`src/design/scs_map.svh`:
```
`ifndef SCS_MAP_SVH
`define SCS_MAP_SVH
`define SCS_CLK_PERIOD_NS 50
`define SCS_STOP_MODE_LATE 2'h2
`define SCS_STOP_MODE_EARLY 2'h3
`define SCS_POL_ACTIVE_LOW 1'h1
`define SCS_SLAVE_DIVIDE 8'h01
`define SCS_SLAVE_SRC_SEL 1'h1
`define SCS_WORD_BITS 16
`define SCS_FIFO_DEPTH 32
`define SCS_DIV_RST 8'h01
`endif

```
`src/design/scs_pkg.sv`:
```
package scs_pkg;
  typedef enum logic [1:0] {
    SCS_IDLE,
    SCS_LEAD,
    SCS_SHIFT,
    SCS_TRAIL
  } scs_state_e;
  typedef logic [7:0] scs_div_t;
endpackage

```
`src/design/scs_fifo_if.sv`:
```
`timescale 1ns/10ps
`default_nettype none
interface scs_fifo_if #(
  parameter int WIDTH = 16
);
  logic [WIDTH-1:0] wr_data;
  logic wr_valid;
  logic wr_ready;
  logic [WIDTH-1:0] rd_data;
  logic rd_valid;
  logic rd_ready;
  modport fifo (
    input wr_data,
    input wr_valid,
    output wr_ready,
    output rd_data,
    output rd_valid,
    input rd_ready
  );
  modport user (
    output wr_data,
    output wr_valid,
    input wr_ready,
    input rd_data,
    input rd_valid,
    output rd_ready
  );
endinterface
`default_nettype wire

```
`src/design/scs_fifo.sv`:
```
`timescale 1ns/10ps
`default_nettype none
module scs_fifo #(
  parameter int WIDTH = 16,
  parameter int DEPTH = 32
) (
  input wire logic clk,
  input wire logic rst_n,
  scs_fifo_if.fifo port
);
  localparam int AW = $clog2(DEPTH);
  logic [WIDTH-1:0] mem [DEPTH];
  logic [AW-1:0] wp_q, wp_d, rp_q, rp_d;
  logic [AW:0] cnt_q, cnt_d;
  logic push, pop;
  always_comb begin
    push = port.wr_valid && port.wr_ready;
    pop = port.rd_valid && port.rd_ready;
    wp_d = push ? ((wp_q == AW'(DEPTH - 1)) ? '0 : wp_q + 1'b1) : wp_q;
    rp_d = pop ? ((rp_q == AW'(DEPTH - 1)) ? '0 : rp_q + 1'b1) : rp_q;
    cnt_d = cnt_q + (AW+1)'(push) - (AW+1)'(pop);
  end
  assign port.wr_ready = cnt_q != (AW+1)'(DEPTH);
  assign port.rd_valid = cnt_q != '0;
  assign port.rd_data = mem[rp_q];
  always_ff @(posedge clk) begin
    if (push) begin
      mem[wp_q] <= port.wr_data;
    end
  end
  always_ff @(posedge clk or negedge rst_n) begin
    if (!rst_n) begin
      wp_q <= '0;
      rp_q <= '0;
      cnt_q <= '0;
    end else begin
      wp_q <= wp_d;
      rp_q <= rp_d;
      cnt_q <= cnt_d;
    end
  end
endmodule
`default_nettype wire

```
`src/design/scs_spi_port.sv`:
```
// How it works
// as master the bit clock period is (1 + divide value) times two processor half periods; the code gives two processor clocks for divide 0.
// the low phase is half the period for odd or zero divide, else divide/2 units.
// the high phase is half the period for odd or zero divide, else divide/2 + 1 units.
// as master with both frame polarities at 1 the slave enable pin is driven active low.
// as slave the active-low enable on both frame pins is inverted before internal use.
// as master the transmit clock and frame are outputs, receive clock and frame inputs.
// as slave all four clock and frame directions are 0, so every such pin is an input.
// as slave the sample clock runs at half the processor clock, source select and divide 1.
// the master asserts slave enable before the first rising edge, transfer starts there.
// mode 10b with polarity 1 captures on the rising edge and drives after the falling edge.
// mode 11b with polarity 1 captures on the falling edge and drives after the rising edge.
// as master the first edge comes one high phase after enable in 10b, one period in 11b.
// as master enable holds one period after the last edge in 10b, one high phase in 11b.
// as slave the first bit is driven after enable, output released when enable goes away.
// as master the data output goes high impedance after the last bit, from the last edge in 11b, as enable drops in 10b.
`timescale 1ns/10ps
`default_nettype none
`include "scs_map.svh"
module scs_spi_port #(
  parameter int WORD_BITS = `SCS_WORD_BITS,
  parameter int FIFO_DEPTH = `SCS_FIFO_DEPTH
) (
  input wire logic ref_clk,
  input wire logic resetn,
  input wire logic master_mode,
  input wire logic [1:0] clock_stop_mode,
  input wire logic tx_clock_polarity,
  input wire logic tx_frame_polarity,
  input wire logic rx_frame_polarity,
  input wire logic [7:0] clock_divide_value,
  input wire logic [WORD_BITS-1:0] tx_data,
  input wire logic tx_valid,
  output logic tx_ready,
  output logic [WORD_BITS-1:0] rx_data,
  output logic rx_valid,
  output logic busy,
  output logic divider_source_select,
  output logic [7:0] divider_value_used,
  output logic tx_clock_direction,
  output logic rx_clock_direction,
  output logic tx_frame_direction,
  output logic rx_frame_direction,
  input wire logic serial_bit_clock_pin_i,
  output logic serial_bit_clock_pin_o,
  output logic serial_bit_clock_pin_oe,
  input wire logic slave_enable_pin_i,
  output logic slave_enable_pin_o,
  output logic slave_enable_pin_oe,
  input wire logic rx_frame_pin_i,
  input wire logic serial_in_pin,
  output logic serial_out_pin_o,
  output logic serial_out_pin_oe
);
  localparam int CW = $clog2(WORD_BITS + 1);
  logic [1:0] rst_sync_q;
  logic rst_n;
  always_ff @(posedge ref_clk or negedge resetn) begin
    if (!resetn) begin
      rst_sync_q <= 2'h0;
    end else begin
      rst_sync_q <= {rst_sync_q[0], 1'h1};
    end
  end
  assign rst_n = rst_sync_q[1];

  // pin synchronisers, two flops before any use
  logic [2:0] pin_s1_q, pin_s2_q;
  // slave data in is foreign timing; master data in moves on this clock, read raw
  logic [1:0] din_s_q;
  always_ff @(posedge ref_clk or negedge rst_n) begin
    if (!rst_n) begin
      pin_s1_q <= 3'h7;
      pin_s2_q <= 3'h7;
      din_s_q <= 2'h0;
    end else begin
      pin_s1_q <= {serial_bit_clock_pin_i, slave_enable_pin_i, rx_frame_pin_i};
      pin_s2_q <= pin_s1_q;
      din_s_q <= {din_s_q[0], serial_in_pin};
    end
  end

  scs_fifo_if #(.WIDTH(WORD_BITS)) txf ();
  scs_fifo #(.WIDTH(WORD_BITS), .DEPTH(FIFO_DEPTH)) u_txfifo (
    .clk(ref_clk),
    .rst_n(rst_n),
    .port(txf)
  );
  assign txf.wr_data = tx_data;
  assign txf.wr_valid = tx_valid;

  // state
  scs_pkg::scs_state_e st_q, st_d;
  logic [8:0] ph_q, ph_d;
  logic [CW-1:0] bit_q, bit_d;
  logic [WORD_BITS-1:0] sh_q, sh_d, rx_q, rx_d;
  logic sck_q, sck_d, en_q, en_d, dout_q, dout_d, doe_q, doe_d;
  logic rxv_q, rxv_d, txr_q, pop;
  logic sclk_prev_q, sclk_prev_d;
  logic early;
  logic [7:0] lo_len, hi_len;
  logic [8:0] per_len;
  logic sl_en, sl_clk, sl_rise, sl_fall, sl_cap, sl_drv, m_half_end;

  always_comb begin
    early = clock_stop_mode == `SCS_STOP_MODE_EARLY;
    // phases counted in processor clocks, one clock being 2P
    per_len = 9'(clock_divide_value) + 9'h001;
    if (clock_divide_value[0] || clock_divide_value == 8'h00) begin
      // odd divide: exact halves; zero gives one clock, held as one per phase
      lo_len = (clock_divide_value == 8'h00) ? 8'h01 : 8'(per_len >> 1);
      hi_len = (clock_divide_value == 8'h00) ? 8'h01 : 8'(per_len >> 1);
    end else begin
      lo_len = clock_divide_value >> 1;
      hi_len = (clock_divide_value >> 1) + 8'h01;
    end
    sl_en = !pin_s2_q[1] && !pin_s2_q[0];
    sl_clk = pin_s2_q[2];
    sl_rise = sl_clk && !sclk_prev_q;
    sl_fall = !sl_clk && sclk_prev_q;
    sl_cap = early ? sl_fall : sl_rise;
    sl_drv = early ? sl_rise : sl_fall;
    m_half_end = ph_q == 9'h001;
  end

  always_comb begin
    st_d = st_q;
    ph_d = ph_q;
    bit_d = bit_q;
    sh_d = sh_q;
    rx_d = rx_q;
    sck_d = sck_q;
    en_d = en_q;
    dout_d = dout_q;
    doe_d = doe_q;
    rxv_d = 1'b0;
    pop = 1'b0;
    sclk_prev_d = sl_clk;
    if (master_mode) begin
      case (st_q)
        scs_pkg::SCS_IDLE: begin
          sck_d = tx_clock_polarity;
          doe_d = 1'b0;
          if (txf.rd_valid) begin
            pop = 1'b1;
            en_d = 1'b1;
            sh_d = txf.rd_data;
            dout_d = txf.rd_data[WORD_BITS-1];
            doe_d = 1'b1;
            bit_d = CW'(WORD_BITS);
            ph_d = early ? per_len : {1'b0, hi_len};
            st_d = scs_pkg::SCS_LEAD;
          end
        end
        scs_pkg::SCS_LEAD: begin
          ph_d = ph_q - 9'h001;
          if (m_half_end) begin
            sck_d = !tx_clock_polarity;
            ph_d = {1'b0, lo_len};
            st_d = scs_pkg::SCS_SHIFT;
            if (early) begin
              rx_d = {rx_q[WORD_BITS-2:0], serial_in_pin};
            end
          end
        end
        scs_pkg::SCS_SHIFT: begin
          ph_d = ph_q - 9'h001;
          if (m_half_end) begin
            sck_d = !sck_q;
            ph_d = (sck_q == tx_clock_polarity) ? {1'b0, lo_len} : {1'b0, hi_len};
            if (sck_q != tx_clock_polarity) begin
              // returning to idle level ends one bit
              bit_d = bit_q - CW'(1);
              // sampled a clock ahead of the pin, so phases of one clock fall short
              if (!early) begin
                rx_d = {rx_q[WORD_BITS-2:0], serial_in_pin};
              end
              if (bit_q == CW'(1)) begin
                ph_d = early ? {1'b0, hi_len} : per_len;
                st_d = scs_pkg::SCS_TRAIL;
                doe_d = !early ? doe_q : 1'b0;
              end else if (early) begin
                sh_d = {sh_q[WORD_BITS-2:0], 1'b0};
                dout_d = sh_q[WORD_BITS-2];
              end
            end else if (early) begin
              rx_d = {rx_q[WORD_BITS-2:0], serial_in_pin};
            end else begin
              // first bit stands from enable, later ones move after the fall
              sh_d = {sh_q[WORD_BITS-2:0], 1'b0};
              dout_d = sh_q[WORD_BITS-2];
            end
          end
        end
        scs_pkg::SCS_TRAIL: begin
          ph_d = ph_q - 9'h001;
          if (m_half_end) begin
            en_d = 1'b0;
            doe_d = 1'b0;
            rxv_d = 1'b1;
            st_d = scs_pkg::SCS_IDLE;
          end
        end
        default: st_d = scs_pkg::SCS_IDLE;
      endcase
    end else begin
      en_d = 1'b0;
      st_d = scs_pkg::SCS_IDLE;
      if (!sl_en) begin
        doe_d = 1'b0;
        if (bit_q != '0 && bit_q != CW'(WORD_BITS)) begin
          rxv_d = 1'b0;
        end
        bit_d = '0;
      end else begin
        if (!doe_q && bit_q == '0) begin
          pop = txf.rd_valid;
          sh_d = txf.rd_valid ? txf.rd_data : '0;
          dout_d = txf.rd_valid ? txf.rd_data[WORD_BITS-1] : 1'b0;
          doe_d = 1'b1;
        end
        if (sl_cap && bit_q != CW'(WORD_BITS)) begin
          rx_d = {rx_q[WORD_BITS-2:0], din_s_q[1]};
          bit_d = bit_q + CW'(1);
          rxv_d = bit_q == CW'(WORD_BITS - 1);
        end
        if (sl_drv && bit_q != '0) begin
          sh_d = {sh_q[WORD_BITS-2:0], 1'b0};
          dout_d = sh_q[WORD_BITS-2];
        end
      end
    end
  end

  always_ff @(posedge ref_clk or negedge rst_n) begin
    if (!rst_n) begin
      st_q <= scs_pkg::SCS_IDLE;
      ph_q <= 9'h000;
      bit_q <= '0;
      sh_q <= '0;
      rx_q <= '0;
      sck_q <= 1'b1;
      en_q <= 1'b0;
      dout_q <= 1'b0;
      doe_q <= 1'b0;
      rxv_q <= 1'b0;
      sclk_prev_q <= 1'b1;
      txr_q <= 1'b0;
    end else begin
      st_q <= st_d;
      ph_q <= ph_d;
      bit_q <= bit_d;
      sh_q <= sh_d;
      rx_q <= rx_d;
      sck_q <= sck_d;
      en_q <= en_d;
      dout_q <= dout_d;
      doe_q <= doe_d;
      rxv_q <= rxv_d;
      sclk_prev_q <= sclk_prev_d;
      txr_q <= txf.wr_ready;
    end
  end
  // ready is registered a cycle behind the fifo; a write into a full fifo is dropped
  assign txf.rd_ready = pop;

  // pin directions and outputs, all from flops
  logic [14:0] out_q;
  always_ff @(posedge ref_clk or negedge rst_n) begin
    if (!rst_n) begin
      out_q <= 15'h0000;
    end else begin
      out_q <= {master_mode, master_mode,
                sck_q, master_mode,
                (tx_frame_polarity == `SCS_POL_ACTIVE_LOW) ? !en_q : en_q,
                master_mode,
                master_mode ? 1'b0 : `SCS_SLAVE_SRC_SEL,
                dout_q, doe_q, rxv_q, st_q != scs_pkg::SCS_IDLE || sl_en,
                rx_frame_polarity, 3'h0};
    end
  end
  assign tx_clock_direction = out_q[14];
  assign tx_frame_direction = out_q[13];
  assign rx_clock_direction = out_q[2];
  assign rx_frame_direction = out_q[1];
  assign serial_bit_clock_pin_o = out_q[12];
  assign serial_bit_clock_pin_oe = out_q[11];
  assign slave_enable_pin_o = out_q[10];
  assign slave_enable_pin_oe = out_q[9];
  assign divider_source_select = out_q[8];
  assign serial_out_pin_o = out_q[7];
  assign serial_out_pin_oe = out_q[6];
  assign rx_valid = out_q[5];
  assign busy = out_q[4];
  assign tx_ready = txr_q;
  always_ff @(posedge ref_clk or negedge rst_n) begin
    if (!rst_n) begin
      rx_data <= '0;
      divider_value_used <= `SCS_DIV_RST;
    end else begin
      if (rxv_q) begin
        rx_data <= rx_q;
      end
      divider_value_used <= master_mode ? clock_divide_value : `SCS_SLAVE_DIVIDE;
    end
  end
endmodule
`default_nettype wire

```
`config.mk`:
```
export PLATFORM = sky130hd
export DESIGN_NAME = scs_spi_port
export DESIGN_NICKNAME = d
export VERILOG_FILES = /design/src/design/scs_pkg.sv /design/src/design/scs_fifo_if.sv /design/src/design/scs_fifo.sv /design/src/design/scs_spi_port.sv
export VERILOG_INCLUDE_DIRS = /design/src /design/src/design
export SDC_FILE = /design/constraint.sdc
export NUM_CORES = 1
export LEC_CHECK = 0
export ABC_AREA = 1
export BUFFER_PORTS_ARGS = -buffer_cell sky130_fd_sc_hd__buf_2
export CAP_MARGIN = 25
export CELL_PAD_IN_SITES_DETAIL_PLACEMENT = 0
export CELL_PAD_IN_SITES_GLOBAL_PLACEMENT = 2
export CORE_UTILIZATION = 46
export DETAILED_ROUTE_END_ITERATION = 8
export PLACE_DENSITY = 0.95
export RECOVER_POWER = 100
export SYNTH_ARGS = -nofsm -noshare
export SYNTH_HDL_FRONTEND = slang
export SYNTH_SLANG_ARGS = --single-unit
```
`constraint.sdc`:
```
create_clock -name ref_clk -period 10.45 [get_ports ref_clk]
set_input_delay 0.5225 -clock ref_clk [delete_from_list [all_inputs] [get_ports ref_clk]]
set_output_delay 0.5225 -clock ref_clk [all_outputs]
set_load 0.05 [all_outputs]
```
==> flow_summary.ini, run 1 <==
[synth]
synth_top_family_by_area = compound AO/OA/AOI/OAI gates
yosysSeqAreaShare_pct = 69.3
yosys.area.top_type_share_pct = 58.6
ys_ff_latch = 624
netlist_area_um2 = 26200
synthSimpleGateAreaFrac_pct = 11.9
post-synth-top-area-cell = edfxtp_1
synth_fa_ha_area_share_pct = 1.55
syn_inst = 2211
synth-xor-area-share_pct = 0.668
synth-compound-area-share_pct = 12.4
syn_avg_cell_area_um2 = 11.9
synth_mux_area_share_pct = 0.0429
synth.area.top_cells = edfxtp_1, dfrtp_1, o21ai_0
yosys_warnings = 0
ys_types = 54

[setup_path]
worstSetupPathType = flop to flop
reg2reg_depth = 8
start_kind = flop
timing.critical_path.to = u_txfifo.rp_q[2]
critPathMaxFanout = 32
critPathArrivalTime_ns = 6.00
rr_endpoint = u_txfifo.rp_q[2]
path_common_cell = clkbuf_1
critPathMaxStageDelay_ns = 1.87
reg2reg_from = u_txfifo.rp_q[3]
slowest_stage = clkbuf_1
reg2reg_slack_ns = 4.93
crit_required_ns = 10.93
worstSetupStartpoint = u_txfifo.rp_q[3]
path_cells = clkbuf_1 > clkinv_1 > clkbuf_1 > nor3_1 > ha_1 > inv_1 > o21ai_0 > a31oi_1
crit_path_end_kind = flop

[cts]
clk_pin_slew_ns = 0.06
cts_tree = done
clk_path_buf_depth = 3
clkSinkCount = 624
clk-insertion-delay-late_ns = 0.65
clockRootBuffer = clkbuf_16
htreeDepth = 2
cts_buffers = 61

[placement]
dp_cells = 2954
portBuffers = 71
hpwl_um = 36300
gp_congestion = 0.834

[global_route]
antenna_found_initial = 0
grt_max_degree = 107
grt_usage_pct = 21.7
grt_overflow = 0
grt_pass1_wl_um = 96500
grt_pass1_vias = 17300

[finish]
multiInputGateArea_um2 = 6950
layout-drive-gt1-share_pct = 6.76
fill_cells = 4866
syn_to_final_growth_pct = 11.3
ff_latch_area_um2 = 18200
layout.cells.non_filler = 3078
num-nets-final = 2337

[floorplanning]
initial_utilization_pct = 46.5
dieWidth_um = 241
boundaryPins = 75
fp.dieArea_um2 = 58000
die-height_um = 241
core_region_area_um2 = 56400
rows = 87

[sta]
grt_setup_unrepaired = false
fin_crit_ns = 5.52
skew_ns = 0.0412
post-route-period-util_pct = 52.8
setup_tns_ns = 0
drv_slew = 162
hold_viol = 0
max_freq_mhz = 181
setup_violations = 0
worstMarginPinSlew_ns = 3.42
hold_ws_ns = 0.0627
relSlewSlack_pct = -128

[run]
drv_cap = 4

[outcome]
status = finished with violations
violations = capacitance limit, slew limit

[route]
wl_per_cell_um = 20.3
vias = 17500
ant_nets = 0
avgViaCountPerCell = 5.68
route.detailed.drc = 0
first_pass_iters = 5
wl_um = 62500
drt_iter0_drc = 1591

[min_path]
hold_path.class = input port to flop

[power_and_ir_drop]
peakVddDrop_v = 0.000217
p_per_area_nw_per_um2 = 263
p_leak_nw = 10.2
[flip-flops by register name (all words and copies together), names as in the netlist, 2 cells and up]
register            count
bit_q                   5
din_s_q                 2
divider_value_used      8
out_q                   8
ph_q                    9
pin_s1_q                3
pin_s2_q                3
rst_sync_q              2
rx_data                16
rx_q                   16
sh_q                   15
st_q                    2
u_txfifo.cnt_q          6
u_txfifo.mem          512
u_txfifo.rp_q           5
u_txfifo.wp_q           5
[through the flow]
step	cell area (um2)	worst slack (ns)	power, W	util, %
floorplan	26200	7.11	0.00481	-
global placement	27300	6.73	0.00540	48.3
detailed placement	27300	6.63	0.00550	48.4
CTS	29400	6.64	0.00771	52.1
global route	29200	4.40	0.00809	51.8
finish	29200	4.93	0.00767	51.8
[routing by layer]
metal | part of all wire, % | vias up | global-route usage, %
met4 | 3.2 | 0 | 8.15
li1 | - | 8111 | -
met5 | 0 | - | 0
met2 | 49 | 654 | 37.0
met3 | 6.4 | 139 | 2.63
met1 | 42 | 8592 | 28.5
[how the worst min path moves through the flow]
stage                           start       endpoint  slack [ns]  cells after the start
floorplan                      resetn  rst_sync_q[0]        0.23                      0
global placement               resetn  rst_sync_q[0]        0.31                      1
detailed placement             resetn  rst_sync_q[0]        0.31                      1
CTS                 tx_frame_polarity      out_q[10]        0.03                      2
global route        tx_frame_polarity      out_q[10]        0.07                      2
finish              tx_frame_polarity      out_q[10]        0.06                      2
[synthesized netlist by cell type (all sizes together)]
| library cell | count |
|---|---|
| o21bai | 1 |
| o22ai | 23 |
| fa | 1 |
| nand2 | 174 |
| a21oi | 52 |
| or2 | 3 |
| and3 | 1 |
| a31oi | 4 |
| clkinv | 4 |
| o211a | 1 |
| clkbuf | 76 |
| o32ai | 1 |
| a211oi | 2 |
| o221ai | 82 |
| nand4 | 5 |
| inv | 111 |
| conb | 2 |
| nor3b | 2 |
| o31ai | 2 |
| a22oi | 1 |
| xnor2 | 6 |
| xor2 | 14 |
| mux2 | 1 |
| nor3 | 8 |
| a221oi | 1 |
| buf | 54 |
| and2 | 1 |
| o211ai | 53 |
| dfstp | 9 |
| dfrtp | 103 |
| ha | 31 |
| edfxtp | 512 |
| nor2 | 386 |
| o21ai | 322 |
| nand3 | 162 |
[critical path, delay by kind of cell, from the launching register on]
family	cells	cell delay (ns)
buf+inv	4	4.23
simple gates	1	0.37
flops	1	0.33
compound gates	2	0.24
fa+ha+maj	1	0.18
[where the power goes]
group | internal, W | switching [W] | total [W] | leakage, nW
sequential | 0.00295 | 0.000209 | 0.00315 | 5.97
clock | 0.00128 | 0.000936 | 0.00221 | 1.00
combinational | 0.000687 | 0.00161 | 0.00230 | 3.23
[cell families (layout without fill, tap and decap cells)]
| family | after synthesis | after routing |
|---|---|---|
| other | 2 | 4 |
| DFF | 624 | 624 |
| xor gates and xnor gates | 20 | 20 |
| adders and majority gates | 32 | 32 |
| AOI/OAI and AO/OA | 545 | 545 |
| buffers and inverters | 245 | 354 |
| muxes | 1 | 1 |
| and+or+nand+nor | 742 | 742 |
[repair_timing]
item / in CTS / in global routing
setup buffers: 0 / 0
gates resized for setup: 0 / 0
setup endpoints to repair: 0 / 0
hold buffers: 5 / 0
hold endpoints to repair: 6 / 0
[cell usage in the layout, fill, tap and decap left out, types with 23 or more instances in the layout]
cell       instances
ha_1              31
nand3_1          161
nand2_1          170
o22ai_1           23
clkbuf_16         61
inv_1            104
a21oi_1           49
edfxtp_1         512
o211ai_1          53
o21ai_0          317
clkbuf_1         103
dfrtp_1          100
o221ai_1          82
nor2_1           381
[cell type report]
class,count,area share [%]
clock buffer,74,5.40
clock inverter,42,1.61
antenna,1,0.00857
multi-input combinational,1343,23.8
inverter,115,1.52
sequential,624,62.3
tap,756,3.24
timing repair buffer,123,2.09
No activity file was read; power rests on OpenSTA's default activity.
==> inputs of run 2 (changes only) <==
--- a/config.mk
+++ b/config.mk
@@ -11,9 +11,9 @@
 export CAP_MARGIN = 25
 export CELL_PAD_IN_SITES_DETAIL_PLACEMENT = 0
 export CELL_PAD_IN_SITES_GLOBAL_PLACEMENT = 2
-export CORE_UTILIZATION = 46
+export CORE_UTILIZATION = 39
 export DETAILED_ROUTE_END_ITERATION = 8
-export PLACE_DENSITY = 0.95
+export PLACE_DENSITY = 0.88
 export RECOVER_POWER = 100
 export SYNTH_ARGS = -nofsm -noshare
 export SYNTH_HDL_FRONTEND = slang
==> constraint.sdc (replaced) <==
create_clock -name ref_clk -period 4.43 [get_ports ref_clk]
set_input_delay 0.2215 -clock ref_clk [delete_from_list [all_inputs] [get_ports ref_clk]]
set_output_delay 0.2215 -clock ref_clk [all_outputs]
set_load 0.05 [all_outputs]
==> run 2 against run 1 <==
Against the previous run: the run still ends with capacitance limit, slew limit left; sequential power is 130% higher; register-to-register slack worse by 4.2 ns; critical path depth is 1 higher; combinational power is 140% higher; wire length is 3.2% higher; global-route usage is 3.1 points lower; fmax is 51% higher; core utilization is 7.5 points lower; final cell count is 3.7% higher; clock skew is 0.0069 ns higher; critical path type unchanged; highest routed layer unchanged.
==> flow_summary.ini, run 2 (synthesis gave the netlist of run 1 again) <==
[outcome]
status = finished with violations
violations = capacitance limit, slew limit

[setup_path]
critPathMaxFanout = 45
worstSetupPathType = flop to flop
crit_path_end_kind = flop
critPathArrivalTime_ns = 4.23
start_kind = flop
crit_required_ns = 5.00

[cts]
clk-insertion-delay-late_ns = 0.65
cts_tree = done
cts_resized = 0
cts_buffers = 60
clkSinkCount = 624
clk_path_buf_depth = 3
clk_pin_slew_ns = 0.06
htreeDepth = 2
clockRootBuffer = clkbuf_16

[route]
wl_um = 64500
drt_iter0_drc = 1584
avgViaCountPerCell = 5.47
route.detailed.drc = 0
wl_per_cell_um = 20.2
ant_nets = 0
first_pass_iters = 5
vias = 17500

[power_and_ir_drop]
peakVddDrop_v = 0.000397
p_comb_share_pct = 31.3
pwr-share-clk_pct = 27.5
finalPower_w = 0.0178
switching_share_pct = 36.3
p_leak_nw = 10.2
p_per_area_nw_per_um2 = 607
switching_power_w = 0.00647
p_int_w = 0.0113
seqPwrFrac_pct = 41.2

[finish]
layout.cells.non_filler = 3191
antenna_cells = 0
layout_commonest_cell = edfxtp_1
num-nets-final = 2350
syn_to_final_growth_pct = 11.7
fill_cells = 6060
mostFrequentLayoutCells = edfxtp_1, nor2_1, o21ai_0, nand2_1, nand3_1
reg.largest.list = u_txfifo.mem (512), rx_data (16), rx_q (16)
largest_reg_flops = 512
layout-drive-gt1-share_pct = 6.57
largest-register = u_txfifo.mem

[sta]
skew_ns = 0.0481
drv_slew = 202
setup_tns_ns = 0
fin_crit_ns = 3.66
grt_setup_unrepaired = false
max_freq_mhz = 273
relSlewSlack_pct = -87.7
post-route-period-util_pct = 82.6
worstMarginPinSlew_ns = 2.82
setup_violations = 0
hold_viol = 0

[global_route]
grt_max_degree = 149
globalRouteMet3Util_pct = 2.52
grt_usage_pct = 18.7
grt_pass1_vias = 16900
grt_overflow = 0
top_usage_layer = met2
globalRouteMet2Util_pct = 30.9
grt_pass1_wl_um = 97700
grtUsageMet1_pct = 25.3
antenna_found_initial = 0

[floorplanning]
rows = 94
boundaryPins = 75
dieWidth_um = 261
fp.dieArea_um2 = 68300
core_region_area_um2 = 66200
die-height_um = 261
initial_utilization_pct = 39.6

[min_path]
hold_path.class = input port to flop

[run]
drv_cap = 6

[placement]
hpwl_um = 36800
gp_congestion = 0.844
portBuffers = 71
dp_cells = 3067
## run 2: changes by cell type in the layout (fill, tap and decap cells not counted), moves of 2 or more
cell | before | now
buf_2 | 16 | 18
clkbuf_8 | 0 | 4
clkinvlp_4 | 1 | 3
bufinv_16 | 8 | 3
clkinv_1 | 14 | 20
clkbuf_1 | 103 | 97
buf_4 | 9 | 13
buf_12 | 1 | 4
clkinv_2 | 19 | 7
dlygate4sd3_1 | 5 | 15
## run 2: timing repair
item                      CTS  global route
buffers inserted            0             0
hold endpoints to repair   16             0
hold buffers               15             0
## run 2: layer usage
metal / wire length (um) / vias to the layer above
met1: 28400 / 8624
met5: 0 / -
li1: - / 8129
met3: 3920 / 110
met2: 30400 / 589
met4: 1790 / 0
## run 2: cell type report
| type | count | area, um2 | area share, % |
|---|---|---|---|
| clock buffer | 76 | 1600 | 5.46 |
| clock inverter | 32 | 263 | 0.897 |
| inverter | 115 | 443 | 1.51 |
| multi-input combinational | 1343 | 6950 | 23.7 |
| sequential | 624 | 18200 | 62.1 |
| tap | 864 | 1080 | 3.69 |
| timing repair buffer | 137 | 769 | 2.63 |
## run 2: worst max-delay path, stage by stage (launching register included)
cell        delay (ns)
dfrtp_4           0.77
clkinvlp_2        1.13
buf_4             0.67
nor2_1            0.15
o21ai_0           0.09
o211ai_1          0.10
nand3_1           0.17
nand3_1           0.21
nand3_1           0.10
a21oi_1           0.16
## run 2: metrics by stage
stage	utilization [%]	instance area [um2]	hold slack, ns	setup WS, ns
2_1_floorplan	-	26200	-0.0741	1.09
3_3_place_gp	41.5	27500	0.00857	1.35
3_5_place_dp	41.5	27500	0.0105	1.36
4_1_cts	44.6	29500	0.00895	1.43
5_1_grt	44.3	29300	0.0532	0.599
6_report	44.3	29300	0.0358	0.770
## run 2: power by group through the flow
| stage | Combinational [W] | Clock (W) | Sequential, W |
|---|---|---|---|
| floorplan | 0.00394 | 0 | 0.00740 |
| global placement | 0.00544 | 0 | 0.00742 |
| detailed placement | 0.00560 | 0 | 0.00744 |
| CTS | 0.00562 | 0.00498 | 0.00732 |
| global route | 0.00618 | 0.00520 | 0.00740 |
| finish | 0.00558 | 0.00489 | 0.00734 |
## run 2: final timing paths
| path | from | to | slack [ns] | cells after the start |
|---|---|---|---|---|
| setup / recovery | u_txfifo.rp_q[1] | sh_q[4] | 0.77 | 9 |
| hold / removal | tx_clock_polarity | sck_q | 0.04 | 5 |
| setup reg to reg | u_txfifo.rp_q[1] | sh_q[4] | 0.77 | 9 |
| hold reg to reg | rst_sync_q[0] | rst_sync_q[1] | 0.35 | 0 |
| max in group asynchronous | rst_sync_q[1] | u_txfifo.rp_q[0] | 1.26 | 0 |
| min in group asynchronous | resetn | rst_sync_q[0] | 0.47 | 3 |
==> inputs of run 3 (changes only) <==
--- a/config.mk
+++ b/config.mk
@@ -11,9 +11,9 @@
 export CAP_MARGIN = 25
 export CELL_PAD_IN_SITES_DETAIL_PLACEMENT = 0
 export CELL_PAD_IN_SITES_GLOBAL_PLACEMENT = 2
-export CORE_UTILIZATION = 39
+export CORE_UTILIZATION = 43
 export DETAILED_ROUTE_END_ITERATION = 8
-export PLACE_DENSITY = 0.88
+export PLACE_DENSITY = 0.91
 export RECOVER_POWER = 100
 export SYNTH_ARGS = -nofsm -noshare
 export SYNTH_HDL_FRONTEND = slang
==> constraint.sdc (replaced) <==
create_clock -name ref_clk -period 3.6 [get_ports ref_clk]
set_input_delay 0.18 -clock ref_clk [delete_from_list [all_inputs] [get_ports ref_clk]]
set_output_delay 0.18 -clock ref_clk [all_outputs]
set_load 0.05 [all_outputs]
==> run 3 against run 2 <==
Against the previous run: the run still ends with capacitance limit, slew limit left; global-route usage up 2.2 points; wire length about the same; die area decreased by 9.2%; via count grew 0.53%; first-iteration DRC count is 4.3% lower; clock skew down 0.0054 ns; fmax is 11% higher; setup slack worse by 0.47 ns; non-clock buffer count increased by 16; hold slack better by 0.048 ns; largest power group unchanged.
==> flow_summary.ini, run 3 (synthesis gave the netlist of run 1 again) <==
[cts]
cts_buffers = 66
post_cts_buffers = 0
htreeDepth = 3
clkSinkCount = 624
clk-insertion-delay-late_ns = 0.63
clk_pin_slew_ns = 0.06
clockRootBuffer = clkbuf_16
cts_tree = done
clk_path_buf_depth = 3

[global_route]
grt_usage_pct = 20.9
grt_overflow = 0
grt_pass1_vias = 17400
grt_pass1_wl_um = 99600
grt_max_degree = 145
antenna_found_initial = 1

[sta]
setup_violations = 0
drv_slew = 127
hold_viol = 0
grt_setup_unrepaired = false
post-route-period-util_pct = 91.6
hold_ws_ns = 0.0834
relSlewSlack_pct = -6.56
skew_ns = 0.0427
fin_ws_ns = 0.302
setup_tns_ns = 0
worstMarginPinSlew_ns = 1.60
fin_crit_ns = 3.30
max_freq_mhz = 303

[placement]
portBuffers = 71
post-place-ws_ns = 0.616
hpwl_um = 36900
place_area_um2 = 27500
gp_congestion = 0.849

[min_path]
hold_path.class = input port to flop

[floorplanning]
boundaryPins = 75
dieWidth_um = 249
die-height_um = 249
rows = 90
core_region_area_um2 = 60400
initial_utilization_pct = 43.5
fp.dieArea_um2 = 62000

[finish]
fin_area_um2 = 29700
num-nets-final = 2372
antenna_cells = 0
layout-drive-gt1-share_pct = 7.34
fill_cells = 5275
largest_reg_flops = 512
layout_commonest_cell = edfxtp_1
largest-register = u_txfifo.mem
ff_latch_area_um2 = 18200
mostFrequentLayoutCells = edfxtp_1, nor2_1, o21ai_0, nand2_1, nand3_1
syn_to_final_growth_pct = 13.1
multiInputGateArea_um2 = 6950
reg.largest.list = u_txfifo.mem (512), rx_data (16), rx_q (16)

[route]
avgViaCountPerCell = 5.59
wl_per_cell_um = 20.6
ant_nets = 0
first_pass_iters = 5
drt_iter0_drc = 1516
wl_um = 64500
route.detailed.drc = 0
vias = 17500

[power_and_ir_drop]
p_per_area_nw_per_um2 = 768
peakVddDrop_v = 0.000489
p_leak_nw = 10.4

[setup_path]
cp_num_buf_inv = 2
crit_family = buffers and inverters
critPathMaxStageDelay_ns = 1.04
critPathMaxFanout = 24
start_kind = flop
worstSetupPathType = flop to flop
crit_required_ns = 4.10
slowest_stage = inv_1
path_cells = inv_1 > clkbuf_2 > o221ai_1 > nand3_1 > nand3_1 > nand3_1 > a21oi_1
path_common_cell = nand3_1
critPathArrivalTime_ns = 3.80
crit_path_end_kind = flop

[run]
drv_cap = 4

[outcome]
violations = capacitance limit, slew limit
status = finished with violations
[run 3: changes by cell type in the layout (fill, tap and decap cells not counted), moves of 2 or more]
cell / delta
clkinv_16: +2
buf_12: +4
clkbuf_2: +12
o21ai_1: +10
o21ai_0: -10
clkinv_1: -6
clkbuf_1: +6
buf_4: -5
bufinv_16: +2
clkbuf_16: +6
inv_16: +2
dlygate4sd3_1: +9
[run 3: final timing paths]
path	from	endpoint	slack (ns)	cells past startpoint
max in group asynchronous	rst_sync_q[1]	out_q[8]	1.31	1
worst min register to register	rst_sync_q[0]	rst_sync_q[1]	0.35	0
worst max-delay path	u_txfifo.rp_q[2]	sh_q[13]	0.30	7
worst min-delay path	tx_valid	u_txfifo.wp_q[3]	0.08	4
min in group asynchronous	rst_sync_q[1]	u_txfifo.cnt_q[2]	0.37	0
worst max register to register	u_txfifo.rp_q[2]	sh_q[13]	0.30	7
[run 3: routing by layer]
metal	share of wire (%)	wire (um)	track usage, %
met3	6.4	4160	3.49
met4	3.2	2070	8.11
met2	48	31100	34.5
met1	42	27200	27.7
met5	0.015	10	0
[run 3: repair_timing]
action                    CTS  global route
hold endpoints to repair   18             0
hold buffers               24             0
gates resized for setup     0             0
[run 3: worst reg2reg max path, stage by stage (launching register included)]
cell	delay, ns
dfrtp_2	0.63
inv_1	1.06
clkbuf_2	0.67
o221ai_1	0.27
nand3_1	0.19
nand3_1	0.17
nand3_1	0.11
a21oi_1	0.08
[run 3: stage by stage]
stage               util, %  instances  power, W
finish                 49.2       3138    0.0228
global route           49.2       3138    0.0240
CTS                    49.6       3138    0.0230
detailed placement     45.6       2993    0.0162
global placement       45.6       2993    0.0160
floorplan                 -       2212    0.0140
[run 3: area by class of cell]
| type | instances | area share [%] |
|---|---|---|
| Sequential cell | 624 | 61.3 |
| Multi-Input combinational cell | 1343 | 23.4 |
| Clock buffer | 91 | 6.05 |
| Tap cell | 782 | 3.30 |
| Timing Repair Buffer | 153 | 3.11 |
| Inverter | 115 | 1.49 |
| Clock inverter | 30 | 1.33 |
[run 3: report_power, final]
group,switching (W),leakage (nW),internal [W],total (W)
combinational,0.00491,3.39,0.00208,0.00699
clock,0.00288,1.05,0.00392,0.00680
sequential,0.000457,5.97,0.00855,0.00901
total,0.00825,10.4,0.0146,0.0228
